$ cat config.mk
export PLATFORM = sky130hd
export DESIGN_NAME = hnc_ctrl
export DESIGN_NICKNAME = d
export VERILOG_FILES = /design/src/hnc_pkg.sv /design/src/hnc_ctrl.sv /design/src/hnc_fifo.sv
export SDC_FILE = /design/constraint.sdc
export NUM_CORES = 1
export LEC_CHECK = 0
export ABC_CLOCK_PERIOD_IN_PS = 2700
export BUFFER_PORTS_ARGS = -buffer_cell sky130_fd_sc_hd__buf_2
export CORE_MARGIN = 2
export CORE_UTILIZATION = 40
export CTS_BUF_LIST = sky130_fd_sc_hd__clkbuf_8
export CTS_CLUSTER_DIAMETER = 120
export DETAILED_ROUTE_END_ITERATION = 6
export GPL_ROUTABILITY_DRIVEN = 0
export HOLD_SLACK_MARGIN = 0.1
export PLACE_DENSITY = 0.59
export SYNTH_ARGS = -nofsm -noshare
export SYNTH_HDL_FRONTEND = slang
export SYNTH_HIERARCHICAL = 1
export SYNTH_SLANG_ARGS = --single-unit
$ cat constraint.sdc
create_clock -name clk -period 2.7 [get_ports clk]
set_clock_uncertainty 0.2 [all_clocks]
set_input_delay 0.54 -clock clk [delete_from_list [all_inputs] [get_ports clk]]
set_output_delay 0.54 -clock clk [all_outputs]
set_load 0.05 [all_outputs]
$ cat src/hnc_pkg.sv
// shared constants and types for the host-side nand flash controller
// Summary of operation
// - Host sends five address bytes: column low, column high, row low, mid, bit 16. Erase sends only the last three, ID only the first.
// - Strobe levels with chip select low pick command, address, data in or data out.
// - During read busy with chip select low, write and output strobes stay high.
// - Host ends cached multi-plane program with 81 then 10, else polls and resets. The controller issues neither 81 nor 11; program always ends with a plain 10.
package hnc_pkg;
    // command codes
    localparam logic [7:0] CMD_READ_SETUP   = 8'h00;
    localparam logic [7:0] CMD_READ_GO      = 8'h30;
    localparam logic [7:0] CMD_COL_CHANGE   = 8'h05;
    localparam logic [7:0] CMD_COL_GO       = 8'he0;
    localparam logic [7:0] CMD_READ_CACHE   = 8'h31;
    localparam logic [7:0] CMD_READ_LAST    = 8'h3f;
    localparam logic [7:0] CMD_DATA_IN      = 8'h80;
    localparam logic [7:0] CMD_PROG_GO      = 8'h10;
    localparam logic [7:0] CMD_IN_COL       = 8'h85;
    localparam logic [7:0] CMD_PROG_CACHE   = 8'h15;
    localparam logic [7:0] CMD_PLANE1_END   = 8'h11;
    localparam logic [7:0] CMD_PLANE2_IN    = 8'h81;
    localparam logic [7:0] CMD_COPY_READ    = 8'h3a;
    localparam logic [7:0] CMD_COPY_PROG    = 8'h8c;
    localparam logic [7:0] CMD_ERASE_SETUP  = 8'h60;
    localparam logic [7:0] CMD_ERASE_GO     = 8'hd0;
    localparam logic [7:0] CMD_ID_READ      = 8'h90;
    localparam logic [7:0] CMD_STATUS       = 8'h70;
    localparam logic [7:0] CMD_STATUS_MULTI = 8'h71;
    localparam logic [7:0] CMD_RESET        = 8'hff;

    // geometry
    localparam int COL_W       = 13;
    localparam int ROW_W       = 17;
    localparam int PAGE_W      = 6;
    localparam int BLOCK_W     = 11;
    localparam int PAGE_BYTES  = 4352;
    localparam int BLOCK_PAGES = 64;
    localparam int NUM_BLOCKS  = 2048;
    localparam int ADDR_BYTES  = 5;

    // timing, figures in ns and derived cycle counts at 100 MHz
    localparam int CLK_PERIOD_NS = 10;
    localparam int T_WP_NS       = 12;
    localparam int T_WC_NS       = 25;
    localparam int T_REA_NS      = 20;
    localparam int T_REH_NS      = 10;
    localparam int T_WB_NS       = 100;
    localparam int T_WHR_NS      = 60;
    localparam int WE_LOW_CYC    = (T_WP_NS + CLK_PERIOD_NS - 1) / CLK_PERIOD_NS;
    localparam int WE_HIGH_CYC   = (T_WC_NS + CLK_PERIOD_NS - 1) / CLK_PERIOD_NS - WE_LOW_CYC;
    localparam int RE_LOW_CYC    = (T_REA_NS + CLK_PERIOD_NS - 1) / CLK_PERIOD_NS + 1;
    localparam int RE_HIGH_CYC   = (T_REH_NS + CLK_PERIOD_NS - 1) / CLK_PERIOD_NS;
    localparam int WB_CYC        = (T_WB_NS + CLK_PERIOD_NS - 1) / CLK_PERIOD_NS;
    localparam int WHR_CYC       = (T_WHR_NS + CLK_PERIOD_NS - 1) / CLK_PERIOD_NS;

    // values after reset
    localparam logic [7:0] DQ_RESET = 8'h00;

    typedef enum logic [2:0] {
        OP_READ,
        OP_PROG,
        OP_ERASE,
        OP_STATUS,
        OP_RESET,
        OP_ID,
        OP_CACHE,
        OP_CACHE_LAST
    } hnc_op_t;
endpackage : hnc_pkg
$ cat src/hnc_ctrl.sv
// host controller that drives a byte-wide nand flash through its strobes and port
`timescale 1ns/100ps
`default_nettype none
module hnc_ctrl #(
    parameter int FIFO_DEPTH = 16
) (
    input  wire logic                      clk,
    input  wire logic                      nrst,
    input  wire logic                      en,
    input  wire logic                      cmd_valid,
    output logic                           cmd_ready,
    input  wire hnc_pkg::hnc_op_t          cmd_op,
    input  wire logic [hnc_pkg::BLOCK_W-1:0] cmd_block,
    input  wire logic [hnc_pkg::PAGE_W-1:0]  cmd_page,
    input  wire logic [hnc_pkg::COL_W-1:0]   cmd_col,
    input  wire logic [hnc_pkg::COL_W-1:0]   cmd_len,
    output logic                           done,
    input  wire logic                      wr_valid,
    output logic                           wr_ready,
    input  wire logic [7:0]                wr_data,
    output logic                           rd_valid,
    output logic [7:0]                     rd_data,
    input  wire logic                      protect,
    output logic                           nand_ce_n,
    output logic                           nand_cle,
    output logic                           nand_ale,
    output logic                           nand_we_n,
    output logic                           output_strobe_n,
    output logic                           nand_wp_n,
    input  wire logic [7:0]                shared_byte_port_in,
    output logic [7:0]                     shared_byte_port_out,
    output logic                           shared_byte_port_oe,
    input  wire logic                      busy_indicator_n
);
    import hnc_pkg::*;

    typedef enum logic [3:0] {
        ST_IDLE, ST_CMD1, ST_ADDR, ST_DIN, ST_CMD2, ST_WAIT, ST_BUSY, ST_DOUT, ST_DONE
    } hnc_state_t;

    hnc_state_t           state;
    hnc_op_t              op;
    logic [ROW_W-1:0]     row;
    logic [COL_W-1:0]     col;
    logic [COL_W-1:0]     len;
    logic [COL_W-1:0]     cnt;
    logic [2:0]           aidx;
    logic [2:0]           alast;
    logic [3:0]           ph;
    logic [7:0]           wcnt;
    logic                 fifo_valid;
    logic                 fifo_pop;
    logic [7:0]           fifo_data;
    logic                 fifo_in_ready;
    logic                 accept;
    logic                 wr_end;
    logic                 rd_end;
    logic [7:0]           abyte;

    if (FIFO_DEPTH < 2 || FIFO_DEPTH > 256) begin : g_bad_fifo
        $error("fifo depth out of range");
    end

    // write buffer; program stalls when it runs dry
    hnc_fifo #(.WIDTH(8), .DEPTH(FIFO_DEPTH)) u_fifo (
        .clk       (clk),
        .nrst      (nrst),
        .en        (en),
        .in_valid  (wr_valid),
        .in_ready  (fifo_in_ready),
        .in_data   (wr_data),
        .out_valid (fifo_valid),
        .out_ready (fifo_pop),
        .out_data  (fifo_data)
    );
    assign fifo_pop = en && state == ST_DIN && ph == 4'h0 && fifo_valid && cnt != len;

    // only status read and reset may go while the device is busy
    assign accept = cmd_valid && cmd_ready &&
                    (busy_indicator_n || cmd_op == OP_STATUS || cmd_op == OP_RESET);
    assign wr_end = ph == 4'(1 + WE_LOW_CYC + WE_HIGH_CYC);
    assign rd_end = ph == 4'(RE_LOW_CYC + RE_HIGH_CYC);

    // address byte order: column low, column high, row low, row mid, row bit 16
    always_comb begin
        case (aidx)
            3'h0:    abyte = col[7:0];
            3'h1:    abyte = {3'h0, col[12:8]};
            3'h2:    abyte = row[7:0];
            3'h3:    abyte = row[15:8];
            3'h4:    abyte = {7'h00, row[16]};
            default: abyte = 8'h00;
        endcase
    end

    function automatic logic [7:0] first_code(input hnc_op_t o);
        case (o)
            OP_READ:       first_code = CMD_READ_SETUP;
            OP_PROG:       first_code = CMD_DATA_IN;
            OP_ERASE:      first_code = CMD_ERASE_SETUP;
            OP_STATUS:     first_code = CMD_STATUS;
            OP_ID:         first_code = CMD_ID_READ;
            OP_CACHE:      first_code = CMD_READ_CACHE;
            OP_CACHE_LAST: first_code = CMD_READ_LAST;
            default:       first_code = CMD_RESET;
        endcase
    endfunction

    // sequencer; write cycles put latch levels at ph 0, strobe low at ph 1
    always_ff @(posedge clk) begin
        if (!nrst) begin
            state <= ST_IDLE;
            op    <= OP_RESET;
            row   <= '0;
            col   <= '0;
            len   <= '0;
            cnt   <= '0;
            aidx  <= '0;
            alast <= '0;
            ph    <= '0;
            wcnt  <= '0;
        end else if (en) begin
            case (state)
                ST_IDLE: begin
                    ph <= '0;
                    if (accept) begin
                        op    <= cmd_op;
                        row   <= {cmd_block, cmd_page};
                        col   <= cmd_col;
                        len   <= cmd_len;
                        cnt   <= '0;
                        aidx  <= (cmd_op == OP_ERASE) ? 3'h2 : 3'h0;
                        alast <= (cmd_op == OP_ID) ? 3'h0 : 3'h4;
                        state <= ST_CMD1;
                    end
                end
                ST_CMD1: begin
                    ph <= wr_end ? 4'h0 : ph + 4'h1;
                    if (wr_end) begin
                        wcnt  <= (op == OP_STATUS) ? 8'(WHR_CYC) : 8'(WB_CYC);
                        state <= (op == OP_READ || op == OP_PROG || op == OP_ERASE ||
                                  op == OP_ID) ? ST_ADDR : ST_WAIT;
                    end
                end
                ST_ADDR: begin
                    ph <= wr_end ? 4'h0 : ph + 4'h1;
                    if (wr_end) begin
                        aidx <= aidx + 3'h1;
                        if (aidx == alast) begin
                            wcnt  <= 8'(WHR_CYC);
                            state <= (op == OP_PROG) ? ST_DIN : (op == OP_ID) ? ST_WAIT : ST_CMD2;
                        end
                    end
                end
                ST_DIN: begin
                    if (cnt == len) begin
                        state <= ST_CMD2;
                    end else if (ph != 4'h0 || fifo_valid) begin
                        ph <= wr_end ? 4'h0 : ph + 4'h1;
                        if (wr_end) begin
                            cnt <= cnt + 1'b1;
                        end
                    end
                end
                ST_CMD2: begin
                    ph <= wr_end ? 4'h0 : ph + 4'h1;
                    if (wr_end) begin
                        wcnt  <= 8'(WB_CYC);
                        state <= ST_WAIT;
                    end
                end
                ST_WAIT: begin
                    // busy is not looked at until the device has had time to drop it
                    wcnt <= wcnt - 8'h1;
                    if (wcnt == 8'h1) begin
                        cnt   <= '0;
                        state <= (op == OP_STATUS || op == OP_ID) ? ST_DOUT : ST_BUSY;
                    end
                end
                ST_BUSY: begin
                    if (busy_indicator_n) begin
                        state <= (op == OP_PROG || op == OP_ERASE || op == OP_RESET) ?
                                 ST_DONE : ST_DOUT;
                    end
                end
                ST_DOUT: begin
                    ph <= rd_end ? 4'h0 : ph + 4'h1;
                    if (rd_end) begin
                        cnt <= cnt + 1'b1;
                        if (op == OP_STATUS || cnt + 1'b1 >= len) begin
                            state <= ST_DONE;
                        end
                    end
                end
                ST_DONE: state <= ST_IDLE;
                default: state <= ST_IDLE;
            endcase
        end
    end

    // strobes and port; latches drop at the end of each write cycle
    always_ff @(posedge clk) begin
        if (!nrst) begin
            nand_ce_n            <= 1'b1;
            nand_cle             <= 1'b0;
            nand_ale             <= 1'b0;
            nand_we_n            <= 1'b1;
            output_strobe_n      <= 1'b1;
            shared_byte_port_out <= DQ_RESET;
            shared_byte_port_oe  <= 1'b0;
        end else if (en) begin
            nand_ce_n <= (state == ST_IDLE && !accept) || state == ST_DONE;
            if (state == ST_CMD1 || state == ST_ADDR || state == ST_CMD2 ||
                (state == ST_DIN && cnt != len && (ph != 4'h0 || fifo_valid))) begin
                if (ph == 4'h0) begin
                    nand_cle             <= state == ST_CMD1 || state == ST_CMD2;
                    nand_ale             <= state == ST_ADDR;
                    shared_byte_port_oe  <= 1'b1;
                    shared_byte_port_out <= state == ST_CMD1 ? first_code(op) :
                                            state == ST_ADDR ? abyte :
                                            state == ST_DIN  ? fifo_data :
                                            op == OP_READ    ? CMD_READ_GO :
                                            op == OP_ERASE   ? CMD_ERASE_GO :
                                            CMD_PROG_GO; // plain 10 confirm, never 15
                end
                nand_we_n <= !(ph >= 4'h1 && ph <= 4'(WE_LOW_CYC)); // low from ph 1 on
                if (wr_end) begin
                    nand_cle <= 1'b0;
                    nand_ale <= 1'b0;
                end
            end else if (state == ST_DOUT) begin
                shared_byte_port_oe <= 1'b0;
                output_strobe_n     <= ph >= 4'(RE_LOW_CYC); // high again at capture
            end else begin
                // busy wait and idle: both strobes parked high
                nand_we_n           <= 1'b1;
                output_strobe_n     <= 1'b1;
                shared_byte_port_oe <= 1'b0;
            end
        end
    end

    // user-side answers, all registered
    always_ff @(posedge clk) begin
        if (!nrst) begin
            cmd_ready <= 1'b0;
            done      <= 1'b0;
            rd_valid  <= 1'b0;
            rd_data   <= 8'h00;
            wr_ready  <= 1'b0;
            nand_wp_n <= 1'b0;
        end else if (en) begin
            cmd_ready <= state == ST_IDLE && !accept;
            done      <= state == ST_DONE;
            rd_valid  <= state == ST_DOUT && ph == 4'(RE_LOW_CYC);
            if (state == ST_DOUT && ph == 4'(RE_LOW_CYC)) begin
                rd_data <= shared_byte_port_in;
            end
            wr_ready  <= fifo_in_ready;
            nand_wp_n <= !protect;
        end
    end

    // checks on the pin protocol
    a_latch_exclusive: assert property (@(posedge clk) disable iff (!nrst)
        !(nand_cle && nand_ale) && !(!nand_we_n && !output_strobe_n))
        else $error("both latches or both strobes active");
    a_we_pulse_width: assert property (@(posedge clk) disable iff (!nrst || !en)
        $fell(nand_we_n) |-> !nand_we_n ##1 !nand_we_n ##1 nand_we_n)
        else $error("write strobe low time wrong");
    a_latch_drives_port: assert property (@(posedge clk) disable iff (!nrst)
        $rose(nand_we_n) && (nand_cle || nand_ale) |-> shared_byte_port_oe && !nand_ce_n)
        else $error("latch cycle without port drive");
    a_addr_top_zero: assert property (@(posedge clk) disable iff (!nrst)
        $fell(nand_we_n) && nand_ale && aidx == 3'h4 |-> shared_byte_port_out[7:1] == 7'h00)
        else $error("fifth address byte carries nonzero upper bits");
    a_col_high_zero: assert property (@(posedge clk) disable iff (!nrst)
        $fell(nand_we_n) && nand_ale && aidx == 3'h1 |-> shared_byte_port_out[7:5] == 3'h0)
        else $error("column high byte carries nonzero upper bits");
    a_busy_quiet: assert property (@(posedge clk) disable iff (!nrst)
        state == ST_BUSY |-> ##1 (nand_we_n && output_strobe_n))
        else $error("strobe moved during busy wait");
    a_ready_before_cmd: assert property (@(posedge clk) disable iff (!nrst || !en)
        state == ST_IDLE && cmd_valid && !busy_indicator_n && cmd_op != OP_STATUS &&
        cmd_op != OP_RESET |=> state == ST_IDLE)
        else $error("command issued while device busy");
    a_no_cache_confirm: assert property (@(posedge clk) disable iff (!nrst)
        $rose(nand_we_n) && nand_cle |-> shared_byte_port_out != CMD_PROG_CACHE)
        else $error("cached program confirm issued");
    a_read_strobe: assert property (@(posedge clk) disable iff (!nrst || !en)
        $fell(output_strobe_n) |-> !output_strobe_n [*3] ##1 (output_strobe_n && rd_valid))
        else $error("read strobe timing or capture wrong");

    c_read_done: cover property (@(posedge clk) disable iff (!nrst) op == OP_READ && done);
    c_prog_done: cover property (@(posedge clk) disable iff (!nrst) op == OP_PROG && done);
    c_erase_done: cover property (@(posedge clk) disable iff (!nrst) op == OP_ERASE && done);
    c_din_stall: cover property (@(posedge clk) disable iff (!nrst)
        state == ST_DIN && !fifo_valid && cnt != len);
endmodule : hnc_ctrl
`default_nettype wire

$ cat src/hnc_fifo.sv
// parameterised first-in first-out buffer with registered full and empty
`timescale 1ns/100ps
`default_nettype none
module hnc_fifo #(
    parameter int WIDTH = 8,
    parameter int DEPTH = 16
) (
    input  wire logic             clk,
    input  wire logic             nrst,
    input  wire logic             en,
    input  wire logic             in_valid,
    output logic                  in_ready,
    input  wire logic [WIDTH-1:0] in_data,
    output logic                  out_valid,
    input  wire logic             out_ready,
    output logic      [WIDTH-1:0] out_data
);
    localparam int AW = $clog2(DEPTH);

    logic [WIDTH-1:0] mem [DEPTH];
    logic [AW-1:0]    wptr;
    logic [AW-1:0]    rptr;
    logic [AW:0]      count;
    logic             full;
    logic             empty;
    logic             push;
    logic             pop;
    logic [AW:0]      next_count;

    generate
        if (DEPTH < 2 || (1 << AW) != DEPTH) begin : g_bad_depth
            $error("fifo depth must be a power of two of at least 2");
        end
    endgenerate

    // flags come from flops so the ready seen outside is clean
    assign in_ready  = !full;
    assign out_valid = !empty;
    assign out_data  = mem[rptr];
    assign push      = in_valid && !full;
    assign pop       = out_ready && !empty;

    always_comb begin
        next_count = count;
        if (push && !pop) begin
            next_count = count + 1'b1;
        end else if (pop && !push) begin
            next_count = count - 1'b1;
        end
    end

    // storage has no reset, only pointers, count and flags do
    always_ff @(posedge clk) begin
        if (en && push) begin
            mem[wptr] <= in_data;
        end
    end

    // pointers, count and flags
    always_ff @(posedge clk) begin
        if (!nrst) begin
            wptr  <= '0;
            rptr  <= '0;
            count <= '0;
            full  <= 1'b0;
            empty <= 1'b1;
        end else if (en) begin
            if (push) begin
                wptr <= wptr + 1'b1;
            end
            if (pop) begin
                rptr <= rptr + 1'b1;
            end
            count <= next_count;
            full  <= (next_count == (AW + 1)'(DEPTH));
            empty <= (next_count == '0);
        end
    end
endmodule : hnc_fifo
`default_nettype wire

==> run_results.csv <==
group,metric,value,unit
yosys,synth_edf_count,128,
yosys,yosys_warnings,6,
power_and_ir_drop,p_leak,5.608,nW
drt,drc,0,
sta,relSlewSlack,56.97,%
sta,final.setup.worst_slack,0.03814,ns
yosys,syn_area,12010,µm²
critical_path,crit_arrival,2.96,ns
sta,setup_viol,0,
critical_path,critPathLaunchType,"flip-flop",
sta,fin_crit_sh,98.59,%
yosys,syn_nets,1165,
clocking,clkLatencyLatePin,0.57,ns
critical_path,cp_slowest_cell,"dfxtp_2",
floorplanning,rows,63,
floorplanning,pin_count,96,
final_layout,drive_above_1_share,23.81,%
global_route,grt_max_degree,49,
critical_path,crit_fanout,4,
drt,ant_nets,0,
critical_path,cp_top_family,"compound AO/OA/AOI/OAI gates",
placement,place_area,13360,µm²
critical_path,cp_slowest_stage_delay,0.36,ns
sta,rsz0062_at_grt,"true",
yosys,yosysTopAreaCellShare,32.02,%
critical_path,path_class,"reg -> reg",
clocking,cts_max_level,2,
critical_path,cp-end-kind,"flip-flop",
floorplanning,start_util,40.61,%
sta,layout_min_cycle_time,2.662,ns
clocking,cts_sinks,253,
drt,vias,8695,
power_and_ir_drop,irDropWorstVdd,550.6,µV
global_route,grt_overflow,0,
floorplanning,dieHeight,177.2,µm
critical_path,critPathRequiredTime,3.00,ns
power_and_ir_drop,p_per_area,685.7,nW/µm²
clocking,cts_root_buf,"clkbuf_8",
yosys,synthArstFlopShare,0,%
drt,firstDrtPassIters,5,
yosys,synth_top_area_cell,"edfxtp_1",
global_route,grt_antenna_before_repair,0,
final_layout,antennaDiodeCount,0,
clocking,clk_pin_slew_worst_paths,0.07,ns
outcome,status,"finished clean",
yosys,synth_most_common_cell,"nand2_1",
global_route,grtUsageTotal,18.25,%
critical_path,rr_startpoint,"cnt[1]$_SDFFE_PN0P_",
yosys,synthTopCellsByArea,"edfxtp_1 32%, dfxtp_1 21%, mux4_1 6.1%",
critical_path,critPathLaunch,"cnt[1]$_SDFFE_PN0P_",
final_layout,fin_area,14830,µm²
run,maxCapViolCount,0,
clocking,cts_tree,"done",
critical_path,worstPathCellList,"ha_2, nand3_1, or2_4, xnor2_2, ha_1, nand4_1, nor3b_2, o31ai_1, a31o_2, a21o_4, a211oi_2",
yosys,synthTopCellsByCount,"138 x nand2_1, 128 x edfxtp_1, 125 x dfxtp_1",
hold_path,hold_class,"in -> reg",
final_layout,area_growth,23.53,%
yosys,ys_seq_elements,253,
drt,drt_wl_total,28540,µm
placement,io_buffer_count,95,
final_layout,fin_cells,1692,
drt,wl_per_cell,16.87,µm
yosys,avgSynthCellArea,11.29,µm²
yosys,yosysSeqAreaShare,52.86,%
sta,hold_viol_final,0,
hold_path,hold_path.startpoint,"cmd_op[2]",
clocking,clk_path_buf_depth,3,
clocking,numCtsBuffers,43,
final_layout,fin_util,50.17,%
placement,pre_cts_slack,-0.08784,ns
floorplanning,fp.coreArea,29560,µm²
placement,hpwl,19390,µm
yosys,syn-instance-count,1063,
sta,fmax,375.7,MHz
yosys,synthFlopType,"edfxtp_1",
drt,drtIter0Drc,480,
global_route,grt_pass1_vias,8739,
final_layout,final_nets,1375,
global_route,grt_pass1_wl,45170,µm
sta,worst_slew_pin_slew,0.6443,ns
drt,vias_per_cell,5.139,
floorplanning,die_area,31420,µm²
power_and_ir_drop,p_total,0.01017,W
floorplanning,die_w,177.2,µm
sta,slew_violations,0,
yosys,ys_types,84,
critical_path,cp_num_buf_inv,0,
placement,dp_cells,1562,
kinds of logic (layout without fill, tap and decap cells):
logic type,after synthesis,count (layout),share of synthesized area [%]
AOI/OAI and AO/OA,194,194,10.72
xor gates and xnor gates,40,40,2.981
adders and majority gates,33,33,3.439
buffers and inverters,109,348,4.294
DFF,253,253,52.86
muxes,65,65,10.47
and+or+nand+nor,369,369,15.23
cell usage in the layout (no fill, tap or decap), types with 5 or more instances in the layout:
master         count
buf_2             95
dfxtp_1          117
a222oi_1           5
buf_4             76
a211oi_1          10
nor3_1            10
edfxtp_1         128
clkbuf_8          48
a21oi_1           72
nor2b_1            6
ha_1              31
nand4_1           10
and2_1            16
and3_1             8
xnor2_1           16
mux4_2            12
mux2i_1           24
o21ai_1            5
or3_1              6
buf_12             7
dfxtp_2            7
clkinv_2           5
o211ai_1           8
inv_1             50
mux4_1            28
o21ai_0           36
nand3_1           28
a221oi_1           6
nand2b_1          10
xor2_1            21
nand2_1          137
nor2_1            86
dlygate4sd3_1     54
sequential cells by signal, summed over array words and instances, names as in the netlist, 3 cells and up, named ones only:
signal                count
u_fifo/mem              128
row                      17
aidx                      3
len                      13
u_fifo/wptr               4
u_fifo/rptr               4
op                        3
wcnt                      8
state                     4
ph                        4
rd_data                   8
cnt                      13
shared_byte_port_out      8
u_fifo/count              5
col                      13
metal layers:
layer	GRT usage, %	vias to the layer above	wire [µm]
met5	0	-	0
met4	5.923	0	599
met3	3.415	47	1258
met2	31.27	183	13820
met1	23.24	4147	12870
li1	-	4318	-
power by group:
group          switching, W  internal [W]
sequential         0.000146       0.00423
combinational       0.00160       0.00100
clock               0.00155       0.00164
final cells by class:
class | instances | area, µm²
Multi-Input combinational cell | 701 | 5283
Clock buffer | 48 | 660.6
Timing Repair Buffer | 234 | 1763
Sequential cell | 253 | 6359
Clock inverter | 26 | 127.6
Inverter | 40 | 150.1
Tap cell | 390 | 488.0
Fill cell | 2714 | 14730
final timing paths:
| check | to | cells past startpoint | slack [ns] |
|---|---|---|---|
| worst max-delay path | state[1]$_SDFFE_PN0P_ | 11 | 0.04 |
| worst min-delay path | op[2]$_SDFFE_PN1P_ | 3 | 0.13 |
| worst max register to register | state[1]$_SDFFE_PN0P_ | 11 | 0.04 |
| worst min register to register | row[9]$_SDFFE_PN0P_ | 2 | 0.25 |
worst register-to-register path, cell delays in order, from the launching register on:
cell and delay (ns):
dfxtp_2 0.36, ha_2 0.18, nand3_1 0.10, or2_4 0.28
xnor2_2 0.13, ha_1 0.28, nand4_1 0.14, nor3b_2 0.18
o31ai_1 0.09, a31o_2 0.24, a21o_4 0.24, a211oi_2 0.17
stage by stage:
step / hold slack [ns] / TNS [ns]
2_1_floorplan: 0.2357 / 0
3_3_place_gp: 0.2443 / -0.2247
3_5_place_dp: 0.2484 / -0.4646
4_1_cts: 0.1011 / 0
5_1_grt: 0.1327 / -0.3408
6_report: 0.1339 / 0
what timing repair did:
item                       CTS  global route
gates cloned                 0             1
pin swaps                    8            10
gates resized for setup      9            22
setup buffers                2             0
setup endpoints to repair    9            10
hold endpoints to repair    54             0
hold buffers                54             0
(Power assumes the default switching activity.)
